File: src/cs_wait_pkg.sv
// Purpose: Shared constants for the chip-select and wait-state controller
// Assumes: Single 10 MHz system clock, synchronous active-high reset
// Notes:   Configuration is written through a select/data/strobe port group
package cs_wait_pkg;

  // Configuration select codes
  localparam logic [3:0] CFG_AREA_CTRL0  = 4'h0;  // Area 0..3 control at 0..3
  localparam logic [3:0] CFG_DEFAULT     = 4'h4;  // Default-area control
  localparam logic [3:0] CFG_START0      = 4'h5;  // Area start address at 5..8
  localparam logic [3:0] CFG_MASK0       = 4'h9;  // Area address mask at 9..C
  localparam logic [3:0] CFG_P6_DATA     = 4'hD;  // Port-6 general output data
  localparam logic [3:0] CFG_P6_DIR      = 4'hE;  // Port-6 direction
  localparam logic [3:0] CFG_P6_FUNC     = 4'hF;  // Port-6 function

  // Area control field positions
  localparam int ENABLE_BIT   = 7;   // Master enable
  localparam int RANGE_BIT    = 6;   // Area-2 range select
  localparam int WIDTH_BIT    = 3;   // Bus width, 1 = 8-bit
  localparam int CODE_MSB     = 2;   // Wait code msb
  localparam int NUM_AREAS    = 4;

  // Reset values
  localparam logic [7:0] AREA_CTRL_RST  = 8'h00;
  localparam logic [7:0] AREA2_CTRL_RST = 8'h80;  // Area 2 enabled, fixed range
  localparam logic [3:0] DEFAULT_RST    = 4'h0;
  localparam logic [7:0] START_RST      = 8'h00;
  localparam logic [7:0] MASK_RST       = 8'h00;
  localparam logic [3:0] PORT6_RST      = 4'h0;

  // Wait codes
  localparam logic [2:0] WAIT_2    = 3'b000;
  localparam logic [2:0] WAIT_1    = 3'b001;
  localparam logic [2:0] WAIT_1N   = 3'b010;
  localparam logic [2:0] WAIT_0    = 3'b011;
  localparam logic [2:0] WAIT_RSVD = 3'b100;
  localparam logic [2:0] WAIT_3    = 3'b101;
  localparam logic [2:0] WAIT_4    = 3'b110;
  localparam logic [2:0] WAIT_8    = 3'b111;

  // Wait state counts per code
  localparam logic [3:0] CNT_0 = 4'h0;
  localparam logic [3:0] CNT_1 = 4'h1;
  localparam logic [3:0] CNT_2 = 4'h2;
  localparam logic [3:0] CNT_3 = 4'h3;
  localparam logic [3:0] CNT_4 = 4'h4;
  localparam logic [3:0] CNT_8 = 4'h8;

  // Fixed area-2 ranges
  localparam logic [23:0] FIX_LO_START = 24'h000FE0;
  localparam logic [23:0] FIX_LO_END   = 24'h000FFF;
  localparam logic [23:0] FIX_HI_START = 24'h003000;

  // Operand sizes
  localparam logic [1:0] OP_BYTE = 2'b00;
  localparam logic [1:0] OP_WORD = 2'b01;
  localparam logic [1:0] OP_LONG = 2'b10;

  // Bus cycle states, Gray along idle-address-wait-last
  typedef enum logic [1:0] {
    ST_IDLE = 2'b00,
    ST_ADDR = 2'b01,
    ST_WAIT = 2'b11,
    ST_LAST = 2'b10
  } bus_state_type;

endpackage

File: src/cs_wait_ctrl.sv
// Purpose: Area decode, chip selects, dynamic bus sizing and wait insertion
// Assumes: CPU holds request fields stable until op_done; synchronous pins
// Notes:   Area priority is 0 highest to 3 lowest
`timescale 1ns/1ps
// Summary of operation
// [RULE1] Codes 101/110/111 give 3/4/8 waits
// [RULE2] Reset sets every wait code to 000
// [RULE3] Unmatched accesses use default-area width and waits
// [RULE4] Default-area settings need no enable bit
// [RULE5] Range select 0: area 2 fixed ranges
// [RULE6] Range select 1: area 2 uses start/mask
// [RULE7] Reset clears area-2 range select
// [RULE8] Software writes start, then mask, then control
// [RULE9] Select drives pin only with function bit set
// [RULE10] Internal resource accesses assert no area select
// [RULE11] Reset clears port-6 direction and function
// [RULE12] Codes 000/001/011 give 2/1/0 waits
// [RULE13] Code 010: one wait, then extend on pin
// [RULE14] Bit 7 enables area; reset enables area 2
// [RULE15] Bit 3 selects 8-bit bus, splitting operands
// [RULE16] Waits lengthen cycle, select held asserted
// [RULE17] Reserved wait code 100 must not be used
module cs_wait_ctrl
  import cs_wait_pkg::*;
(
  input  wire logic        clk,
  input  wire logic        rst,
  input  wire logic        cfg_we,          // Configuration write strobe
  input  wire logic [3:0]  cfg_sel,         // Configuration target
  input  wire logic [7:0]  cfg_data,        // Configuration data
  input  wire logic        bus_req,         // CPU access request
  input  wire logic [23:0] bus_addr,        // CPU operand address
  input  wire logic [1:0]  bus_size,        // Operand size
  input  wire logic        bus_write,       // Access is a write
  input  wire logic        internal_hit,    // Address lies in internal I/O or RAM
  input  wire logic        wait_n,          // External wait request pin
  output logic [23:0]      ext_addr,        // External bus address
  output logic             ext_rd_n,        // Read strobe
  output logic             ext_wr_n,        // Write strobe
  output logic             ext_hi_en,       // Upper data lane used
  output logic             ext_lo_en,       // Lower data lane used
  output logic             ext_8bit,        // Current cycle uses 8-bit bus
  output logic [3:0]       port6_out,       // Port-6 pin output values
  output logic [3:0]       port6_oe,        // Port-6 pin output enables
  output logic             busy,            // Operand transfer in progress
  output logic             op_done          // Last bus cycle of operand ends
);

  bus_state_type state_q;              // Bus cycle state
  bus_state_type state_d;
  logic [7:0]  area_ctrl_q [NUM_AREAS]; // Per-area control
  logic [7:0]  start_q     [NUM_AREAS]; // Per-area start address
  logic [7:0]  mask_q      [NUM_AREAS]; // Per-area mask
  logic [3:0]  default_q;              // Default-area width and code
  logic [3:0]  p6_data_q;              // Port-6 general data
  logic [3:0]  p6_dir_q;               // Port-6 direction
  logic [3:0]  p6_func_q;              // Port-6 function
  logic [3:0]  area_match;             // Raw per-area hits
  logic        fixed2;                 // Address in area-2 fixed ranges
  logic [1:0]  area_idx;               // Highest-priority hit
  logic        area_hit;               // Any area hit
  logic        sel_width;              // Decoded width, 1 = 8-bit
  logic [2:0]  sel_code;               // Decoded wait code
  logic [23:0] addr_q;                 // Current sub-access address
  logic [23:0] addr_d;
  logic [2:0]  left_q;                 // Bytes still to move
  logic [2:0]  left_d;
  logic        width_q;                // Latched width
  logic [2:0]  code_q;                 // Latched wait code
  logic        hit_q;                  // Latched external area hit
  logic [1:0]  idx_q;                  // Latched area index
  logic        write_q;                // Latched direction
  logic        take;                   // Request accepted
  logic [2:0]  step_bytes;             // Bytes moved by current sub-access
  logic        more;                   // Further sub-access needed
  logic        zero_wait;
  logic        last_wait;
  logic        in_cycle_d;             // Next state is inside a bus cycle
  logic        strobe_d;
  logic [3:0]  cs_n_d;                 // Area selects, active low
  logic [3:0]  cs_n_q;
  logic        done_d;
  logic [23:0] ext_addr_q;
  logic        ext_rd_n_q;
  logic        ext_wr_n_q;
  logic        ext_hi_en_q;
  logic        ext_lo_en_q;
  logic        ext_8bit_q;
  logic [3:0]  port6_out_q;
  logic [3:0]  port6_oe_q;
  logic        busy_q;
  logic        op_done_q;
  logic [3:0]  waits_seen_q;           // Wait states of current cycle

  // Fixed area-2 window
  assign fixed2 = ((bus_addr >= FIX_LO_START) && (bus_addr <= FIX_LO_END)) ||
                  (bus_addr >= FIX_HI_START);

  // Per-area decode and configuration storage
  genvar gi;
  generate
    for (gi = 0; gi < NUM_AREAS; gi++) begin : g_area
      localparam logic [3:0] IDX = 4'(gi);
      logic range_own;  // Area uses its own start/mask
      assign range_own = (gi != 2) || area_ctrl_q[gi][RANGE_BIT];  // [RULE6]
      assign area_match[gi] = area_ctrl_q[gi][ENABLE_BIT] &&  // [RULE14]
             (range_own ? (((bus_addr[23:16] ^ start_q[gi]) & ~mask_q[gi]) == 8'h00)
                        : fixed2);  // [RULE5]
      // Control, start and mask registers of this area
      always_ff @(posedge clk) begin
        if (rst) begin
          area_ctrl_q[gi] <= (gi == 2) ? AREA2_CTRL_RST : AREA_CTRL_RST;  // [RULE2] [RULE7] [RULE14]
          start_q[gi]     <= START_RST;
          mask_q[gi]      <= MASK_RST;
        end else if (cfg_we) begin
          if (cfg_sel == CFG_AREA_CTRL0 + IDX) begin
            area_ctrl_q[gi] <= cfg_data;
          end
          if (cfg_sel == CFG_START0 + IDX) begin
            start_q[gi] <= cfg_data;
          end
          if (cfg_sel == CFG_MASK0 + IDX) begin
            mask_q[gi] <= cfg_data;
          end
        end
      end
    end
  endgenerate

  // Priority pick and settings selection
  assign area_idx  = area_match[0] ? 2'd0 : area_match[1] ? 2'd1 :
                     area_match[2] ? 2'd2 : 2'd3;
  assign area_hit  = (area_match != 4'h0) && !internal_hit;  // [RULE10]
  assign sel_width = area_hit ? area_ctrl_q[area_idx][WIDTH_BIT] : default_q[WIDTH_BIT];  // [RULE3] [RULE4]
  assign sel_code  = area_hit ? area_ctrl_q[area_idx][CODE_MSB:0] : default_q[CODE_MSB:0];  // [RULE3]

  // Default-area and port-6 registers
  always_ff @(posedge clk) begin
    if (rst) begin
      default_q <= DEFAULT_RST;  // [RULE2]
      p6_data_q <= PORT6_RST;
      p6_dir_q  <= PORT6_RST;  // [RULE11]
      p6_func_q <= PORT6_RST;  // [RULE11]
    end else if (cfg_we) begin
      if (cfg_sel == CFG_DEFAULT) default_q <= cfg_data[3:0];
      if (cfg_sel == CFG_P6_DATA) p6_data_q <= cfg_data[3:0];
      if (cfg_sel == CFG_P6_DIR)  p6_dir_q  <= cfg_data[3:0];
      if (cfg_sel == CFG_P6_FUNC) p6_func_q <= cfg_data[3:0];
    end
  end

  // Dynamic bus sizing: bytes moved per sub-access
  assign step_bytes = width_q ? 3'd1 :  // [RULE15]
                      (addr_q[0] || left_q == 3'd1) ? 3'd1 : 3'd2;
  assign more = (left_q > step_bytes);
  assign take = (state_q == ST_IDLE) && bus_req;

  wait_timer u_wait (
    .clk       (clk),
    .rst       (rst),
    .load      (state_q == ST_ADDR),
    .run       (state_q == ST_WAIT),
    .code      (code_q),
    .wait_n    (wait_n),
    .zero_wait (zero_wait),
    .last_wait (last_wait)
  );

  // Next state
  always_comb begin
    state_d = state_q;
    unique case (state_q)
      ST_IDLE: if (bus_req) state_d = ST_ADDR;
      ST_ADDR: state_d = zero_wait ? ST_LAST : ST_WAIT;  // [RULE16]
      ST_WAIT: if (last_wait) state_d = ST_LAST;  // [RULE16] [RULE13]
      ST_LAST: state_d = more ? ST_ADDR : ST_IDLE;  // [RULE15]
    endcase
  end

  // Sub-access address and remaining bytes
  assign addr_d = take ? bus_addr :
                  (state_q == ST_LAST && more) ?
                    (width_q ? addr_q + 24'h000001 : {addr_q[23:1], 1'b0} + 24'h000002) :
                  addr_q;
  assign left_d = take ? ((bus_size == OP_LONG) ? 3'd4 : (bus_size == OP_WORD) ? 3'd2 : 3'd1) :
                  (state_q == ST_LAST && more) ? left_q - step_bytes : left_q;

  // Output next values
  assign in_cycle_d = (state_d != ST_IDLE);
  assign strobe_d   = (state_d == ST_WAIT) || (state_d == ST_LAST);
  assign cs_n_d     = (in_cycle_d && (take ? area_hit : hit_q)) ?
                      ~(4'h1 << (take ? area_idx : idx_q)) : 4'hF;  // [RULE10] [RULE16]
  assign done_d     = (state_q == ST_LAST) && !more;

  // Access latch and state
  always_ff @(posedge clk) begin
    if (rst) begin
      state_q <= ST_IDLE;
      addr_q  <= 24'h000000;
      left_q  <= 3'd0;
      width_q <= 1'b0;
      code_q  <= WAIT_2;
      hit_q   <= 1'b0;
      idx_q   <= 2'd0;
      write_q <= 1'b0;
    end else begin
      state_q <= state_d;
      addr_q  <= addr_d;
      left_q  <= left_d;
      if (take) begin
        width_q <= sel_width;
        code_q  <= sel_code;
        hit_q   <= area_hit;
        idx_q   <= area_idx;
        write_q <= bus_write;
      end
    end
  end

  // Registered outputs
  always_ff @(posedge clk) begin
    if (rst) begin
      ext_addr_q  <= 24'h000000;
      ext_rd_n_q  <= 1'b1;
      ext_wr_n_q  <= 1'b1;
      ext_hi_en_q <= 1'b0;
      ext_lo_en_q <= 1'b0;
      ext_8bit_q  <= 1'b0;
      cs_n_q      <= 4'hF;
      port6_out_q <= 4'h0;
      port6_oe_q  <= 4'h0;
      busy_q      <= 1'b0;
      op_done_q   <= 1'b0;
    end else begin
      ext_addr_q  <= addr_d;
      ext_rd_n_q  <= !(strobe_d && !write_q);
      ext_wr_n_q  <= !(strobe_d && write_q);
      ext_hi_en_q <= in_cycle_d && !(take ? sel_width : width_q) &&
                     (addr_d[0] || left_d != 3'd1);  // [RULE15]
      ext_lo_en_q <= in_cycle_d && ((take ? sel_width : width_q) || !addr_d[0]);
      ext_8bit_q  <= take ? sel_width : width_q;
      cs_n_q      <= cs_n_d;
      port6_out_q <= (p6_func_q & cs_n_d) | (~p6_func_q & p6_data_q);  // [RULE9]
      port6_oe_q  <= p6_func_q | p6_dir_q;  // [RULE9]
      busy_q      <= in_cycle_d;
      op_done_q   <= done_d;
    end
  end

  assign ext_addr  = ext_addr_q;
  assign ext_rd_n  = ext_rd_n_q;
  assign ext_wr_n  = ext_wr_n_q;
  assign ext_hi_en = ext_hi_en_q;
  assign ext_lo_en = ext_lo_en_q;
  assign ext_8bit  = ext_8bit_q;
  assign port6_out = port6_out_q;
  assign port6_oe  = port6_oe_q;
  assign busy      = busy_q;
  assign op_done   = op_done_q;

  // Helper: wait states seen in the current bus cycle
  always_ff @(posedge clk) begin
    if (rst) begin
      waits_seen_q <= 4'h0;
    end else if (state_q == ST_ADDR) begin
      waits_seen_q <= 4'h0;
    end else if (state_q == ST_WAIT) begin
      waits_seen_q <= waits_seen_q + 4'h1;
    end
  end

  // Assertions
  property p_fixed_long;
    @(posedge clk) disable iff (rst)
      (state_q == ST_LAST && $past(state_q) == ST_WAIT) |->
        ((code_q == WAIT_3) -> waits_seen_q == CNT_3) &&
        ((code_q == WAIT_4) -> waits_seen_q == CNT_4) &&
        ((code_q == WAIT_8) -> waits_seen_q == CNT_8);
  endproperty
  a_fixed_long: assert property (p_fixed_long) else $error("long fixed wait count wrong"); // [RULE1]

  property p_fixed_short;
    @(posedge clk) disable iff (rst)
      (state_q == ST_LAST) |->
        ((code_q == WAIT_2) -> waits_seen_q == CNT_2) &&
        ((code_q == WAIT_1) -> waits_seen_q == CNT_1);
  endproperty
  a_fixed_short: assert property (p_fixed_short) else $error("short fixed wait count wrong"); // [RULE12]

  property p_zero_wait;
    @(posedge clk) disable iff (rst)
      (state_q == ST_ADDR && code_q == WAIT_0) |=> (state_q == ST_LAST);
  endproperty
  a_zero_wait: assert property (p_zero_wait) else $error("zero wait cycle took waits"); // [RULE12]

  property p_ext_wait;
    @(posedge clk) disable iff (rst)
      (state_q == ST_WAIT && code_q == WAIT_1N && !wait_n) |=> (state_q == ST_WAIT);
  endproperty
  a_ext_wait: assert property (p_ext_wait) else $error("wait pin low did not extend"); // [RULE13]

  property p_reset_cfg;
    @(posedge clk) rst |=> (area_ctrl_q[2] == AREA2_CTRL_RST) &&
      (area_ctrl_q[0] == AREA_CTRL_RST) && (default_q == DEFAULT_RST) &&
      (p6_func_q == PORT6_RST) && (p6_dir_q == PORT6_RST);
  endproperty
  a_reset_cfg: assert property (p_reset_cfg) else $error("reset configuration wrong"); // [RULE2]

  property p_fixed_range;
    @(posedge clk) disable iff (rst)
      (take && !internal_hit && area_match[1:0] == 2'b00 && area_ctrl_q[2][ENABLE_BIT] &&
       !area_ctrl_q[2][RANGE_BIT] && (bus_addr >= FIX_HI_START)) |=> (cs_n_q == 4'hB);
  endproperty
  a_fixed_range: assert property (p_fixed_range) else $error("area 2 fixed decode wrong"); // [RULE5]

  property p_default_area;
    @(posedge clk) disable iff (rst)
      (take && !area_hit) |=> (code_q == $past(default_q[CODE_MSB:0])) && (cs_n_q == 4'hF);
  endproperty
  a_default_area: assert property (p_default_area) else $error("default area not applied"); // [RULE3]

  property p_internal;
    @(posedge clk) disable iff (rst)
      (take && internal_hit) |=> (cs_n_q == 4'hF) [*2];
  endproperty
  a_internal: assert property (p_internal) else $error("select on internal access"); // [RULE10]

  property p_port_gp;
    @(posedge clk) disable iff (rst)
      !p6_func_q[0] |=> (port6_out_q[0] == $past(p6_data_q[0]));
  endproperty
  a_port_gp: assert property (p_port_gp) else $error("port bit not general data"); // [RULE9]

  property p_hold_select;
    @(posedge clk) disable iff (rst)
      (state_q == ST_WAIT && hit_q) |-> (cs_n_q != 4'hF) && $stable(cs_n_q);
  endproperty
  a_hold_select: assert property (p_hold_select) else $error("select dropped in wait"); // [RULE16]

  property p_split8;
    @(posedge clk) disable iff (rst)
      (take && sel_width && bus_size == OP_LONG) |=> ##1 (left_q == 3'd4) && ext_8bit_q;
  endproperty
  a_split8: assert property (p_split8) else $error("long operand not split"); // [RULE15]

  c_ext_wait: cover property (@(posedge clk) state_q == ST_WAIT && code_q == WAIT_1N && !wait_n);
  c_long_8bit: cover property (@(posedge clk) take && sel_width && bus_size == OP_LONG);
  c_default: cover property (@(posedge clk) take && !area_hit && !internal_hit);

endmodule

File: src/wait_timer.sv
// Purpose: Counts inserted wait states of one bus cycle
// Assumes: load in the address state, run during wait states
// Notes:   Reserved code is treated like two waits
`timescale 1ns/1ps
module wait_timer
  import cs_wait_pkg::*;
(
  input  wire logic       clk,
  input  wire logic       rst,
  input  wire logic       load,       // Address state of a bus cycle
  input  wire logic       run,        // Wait state in progress
  input  wire logic [2:0] code,       // Wait code of the cycle
  input  wire logic       wait_n,     // External wait request, low extends
  output logic            zero_wait,  // Code asks for no wait
  output logic            last_wait   // Current wait state is the final one
);

  logic [3:0] cnt_q;    // Remaining wait states
  logic [3:0] cnt_d;
  logic [3:0] load_val; // Count from code
  logic       hold;     // Extension by wait pin

  // Wait count per code
  assign load_val = (code == WAIT_0)  ? CNT_0 :  // [RULE12]
                    (code == WAIT_1)  ? CNT_1 :  // [RULE12]
                    (code == WAIT_1N) ? CNT_1 :  // [RULE13]
                    (code == WAIT_3)  ? CNT_3 :  // [RULE1]
                    (code == WAIT_4)  ? CNT_4 :  // [RULE1]
                    (code == WAIT_8)  ? CNT_8 :  // [RULE1]
                    CNT_2;                       // [RULE12]
  assign zero_wait = (load_val == CNT_0);
  // Pin only matters for the extendable code, from its first wait state on
  assign hold      = (code == WAIT_1N) && !wait_n;  // [RULE13]
  assign last_wait = (cnt_q == CNT_1) && !hold;
  assign cnt_d     = load ? load_val :
                     (run && cnt_q > CNT_1) ? cnt_q - CNT_1 : cnt_q;

  // Counter register
  always_ff @(posedge clk) begin
    if (rst) begin
      cnt_q <= CNT_0;
    end else begin
      cnt_q <= cnt_d;
    end
  end

endmodule
File: config.mk
export PLATFORM = sky130hd
export DESIGN_NAME = cs_wait_ctrl
export DESIGN_NICKNAME = d
export VERILOG_FILES = /design/src/cs_wait_pkg.sv /design/src/cs_wait_ctrl.sv /design/src/wait_timer.sv
export SDC_FILE = /design/constraint.sdc
export NUM_CORES = 1
export LEC_CHECK = 0
export ABC_AREA = 1
export BUFFER_PORTS_ARGS = -buffer_cell sky130_fd_sc_hd__buf_2
export CORE_MARGIN = 10
export CORE_UTILIZATION = 30
export DETAILED_ROUTE_END_ITERATION = 16
export SETUP_SLACK_MARGIN = 0.15
export SLEW_MARGIN = 20
export SYNTH_ARGS = -nofsm -noshare
export SYNTH_HDL_FRONTEND = slang
export SYNTH_HIERARCHICAL = 1
export SYNTH_SLANG_ARGS = --single-unit
export TNS_END_PERCENT = 50
File: constraint.sdc
create_clock -name clk -period 3.5 [get_ports clk]
set_clock_uncertainty 0.1 [all_clocks]
set_input_delay 0.35 -clock clk [delete_from_list [all_inputs] [get_ports clk]]
set_output_delay 0.35 -clock clk [all_outputs]
set_load 0.05 [all_outputs]
==> reports/results.ini <==
[setup_path]
worstPathArrival_ns = 3.18
rr_worst_depth = 17
cp.depth = 17
cp_slowest_cell = dfxtp_1
path_class = reg -> reg
critPathTopFamily = simple AND/OR/NAND/NOR gates
cp_num_buf_inv = 5
cp_cell_sequence = nor3_1 > nor3_1 > inv_1 > ha_1 > nand2_1 > o21ai_1 > nand2_1 > nor3_4 > inv_2 > nand2_2 > inv_2 > o211ai_2 > nor2_1 > inv_2 > nand2_2 > o21ai_1 > inv_1
end_kind = flop
reg2reg_to = port6_out[2]$_SDFF_PP0_
reg2reg_slack_ns = 0.60
r2r-start = left_q[2]$_SDFF_PP0_
crit_required_ns = 3.77
path_max_fanout = 22
critPathMaxStageDelay_ns = 0.39
crit_top_cell = inv_2
crit_path_start_kind = flop

[cts]
cts.sinks = 156
postCtsSetupRepairBufs = 0
postCtsResizedCells = 0
clk_latency_ns = 0.42
cts_buffer_depth = 2
cts_tree = built
numCtsBuffers = 17
ctsHoldBuffers = 0
path_clk_slew_ns = 0.06
clockRootBuffer = clkbuf_16
cts.htree.levels = 4

[synth]
ys.flop_type = edfxtp_1
synth.most_common_cell = nand2_1
synth.top_cell.area_share = 0.323
ys_async_sr_fraction = 0
avgSynthCellArea_um2 = 7.93
synthTopCellsByCount = nand2_1, nor2_1, inv_1
syn_inst = 996
synth_cell_types = 46
synthTopCellsByArea = edfxtp_1, dfxtp_1, nand2_1
synth_top_area_cell = edfxtp_1
syn_nets = 1050
ys_warn_count = 6
syn_area_mm2 = 0.00790
synth_edf_count = 85
ys_ff_latch = 156
ys_seq_area_frac = 0.503

[timing]
slew_violations = 0
fin_setup_tns_ns = 0
finalSetupViolations = 0
slew_headroom = 0.471
tightest_slew_ns = 0.788
fmax_mhz = 344
rsz0062_at_grt = false
fin_crit_ns = 2.90
finalHoldViolCount = 0
timing.final.crit_share = 0.830

[placement]
place.port_buffers = 83
hpwl_mm = 15.5
gp_congestion = 0.865

[layout]
area_growth_pct = 16.2
final_nets = 1135
diodes = 0
drive_above_1_share = 0.160

[grt]
antenna_found_initial = 0
grtUsageMet2 = 0.200
use_met3 = 0.0340
grt_pass1_vias = 6425
met1_usage = 0.163
grt_max_degree = 45
grt_busiest_layer = met2
grt_pass1_wl_mm = 33.9
overflow = 0
grt_usage = 0.126

[die]
die_w_um = 182
start_util = 0.304
ios = 84
die_h_um = 182
dieArea_mm2 = 0.0332
core_area_mm2 = 0.0260
rows = 59

[routing]
drcViolationCount = 0
drt_pass1_iterations = 5
viasPerCell = 4.70
totalWireLength_mm = 20.9
vias = 6723
drtIter0Drc = 596
detail_route.wl_per_cell_um = 14.6
ant_nets = 0

[worst_hold_path]
holdPathStages = 3
min_path_type = in -> reg
hp-start = bus_addr[1]
min_to = ext_addr[1]$_SDFFE_PP0P_

[run]
cap_violations = 0

[power]
power_mw = 4.50
power_per_cell_area_mw_per_mm2 = 490
cellLeakagePower_nw = 4.03
peakVddDrop_v = 0.000407

[status]
status = complete, no violations

[flip-flops by register name, indices dropped and copies added, names as in the netlist, 21 cells and up]
register     flops
area_ctrl_q     21
start_q         32
mask_q          32
ext_addr        24
[layout make-up]
class                   count  area (um2)
clock buffers              19         433
clock inverters            13        76.3
fillers                  2727       16800
inverters                 142         536
multi-input cells         669        3240
flip-flops and latches    156        3970
well taps                 335         419
repair buffers             95         505
[power breakdown]
part	internal [mW]	switching, mW	leakage [nW]
Sequential	2.05	0.0814	1.39
Clock	0.893	0.735	0.243
Combinational	0.221	0.522	2.39
Total	3.16	1.34	4.03
[layout by cell type (no fill, tap or decap), types with 5 or more instances in the layout]
| cell type | instances |
|---|---|
| dfxtp_1 | 71 |
| nor3_1 | 14 |
| nand2_1 | 207 |
| clkbuf_16 | 17 |
| clkinv_1 | 6 |
| nand2_4 | 5 |
| a21oi_1 | 33 |
| or2_2 | 9 |
| or2_0 | 6 |
| o21ai_1 | 6 |
| ha_1 | 8 |
| inv_1 | 125 |
| a31oi_1 | 17 |
| o21ai_0 | 36 |
| inv_2 | 14 |
| edfxtp_1 | 85 |
| buf_2 | 83 |
| buf_4 | 12 |
| nand3b_1 | 16 |
| nand3_1 | 68 |
| nand2_2 | 6 |
| nand4_1 | 6 |
| nor2_1 | 186 |
| o211ai_1 | 9 |
[metrics by stage]
stage / hold slack (ns) / setup WS (ns) / utilization / instance area (um2) / cells
finish: 0.0831 / 0.596 / 0.353 / 9190 / 1429
global route: 0.0822 / 0.173 / 0.353 / 9190 / 1429
CTS: 0.0751 / 0.591 / 0.353 / 9190 / 1429
detailed placement: 0.286 / 0.618 / 0.334 / 8680 / 1397
global placement: 0.278 / 0.733 / 0.334 / 8680 / 1397
floorplan: 0.265 / 0.924 / - / 7900 / 996
[worst reg2reg max path, cell delays in order (launching register included)]
cell,delay [ns]
dfxtp_1,0.39
nor3_1,0.08
nor3_1,0.26
inv_1,0.12
ha_1,0.31
nand2_1,0.08
o21ai_1,0.06
nand2_1,0.13
nor3_4,0.06
inv_2,0.13
nand2_2,0.10
inv_2,0.36
o211ai_2,0.16
nor2_1,0.22
inv_2,0.08
nand2_2,0.11
o21ai_1,0.08
inv_1,0.05
[cell families after synthesis]
| logic type | Yosys count | share of synthesized area |
|---|---|---|
| AO/OA/AOI/OAI | 114 | 0.0854 |
| XOR/XNOR | 8 | 0.00887 |
| adder cells (fa/ha/maj) | 9 | 0.0152 |
| buffers and inverters | 171 | 0.0868 |
| flip-flops | 156 | 0.503 |
| AND/OR/NAND/NOR | 538 | 0.301 |
[metal layers]
layer,wire length [um],vias to the layer above
met5,0,-
met4,293,0
met3,1270,16
met2,9700,178
met1,9670,3136
li1,-,3393
[worst max path at each step]
stage | startpoint | to | slack, ns
6_report | left_q[2]$_SDFF_PP0_ | port6_out[2]$_SDFF_PP0_ | 0.60
5_1_grt | left_q[2]$_SDFF_PP0_ | port6_out[0]$_SDFF_PP0_ | 0.17
4_1_cts | left_q[2]$_SDFF_PP0_ | port6_out[2]$_SDFF_PP0_ | 0.59
3_5_place_dp | left_q[2]$_SDFF_PP0_ | port6_out[2]$_SDFF_PP0_ | 0.62
3_3_place_gp | left_q[2]$_SDFF_PP0_ | port6_out[2]$_SDFF_PP0_ | 0.73
2_1_floorplan | ext_8bit$_SDFF_PP0_ | ext_addr[15]$_SDFFE_PP0P_ | 0.92
No activity file was read; power rests on OpenSTA's default activity.
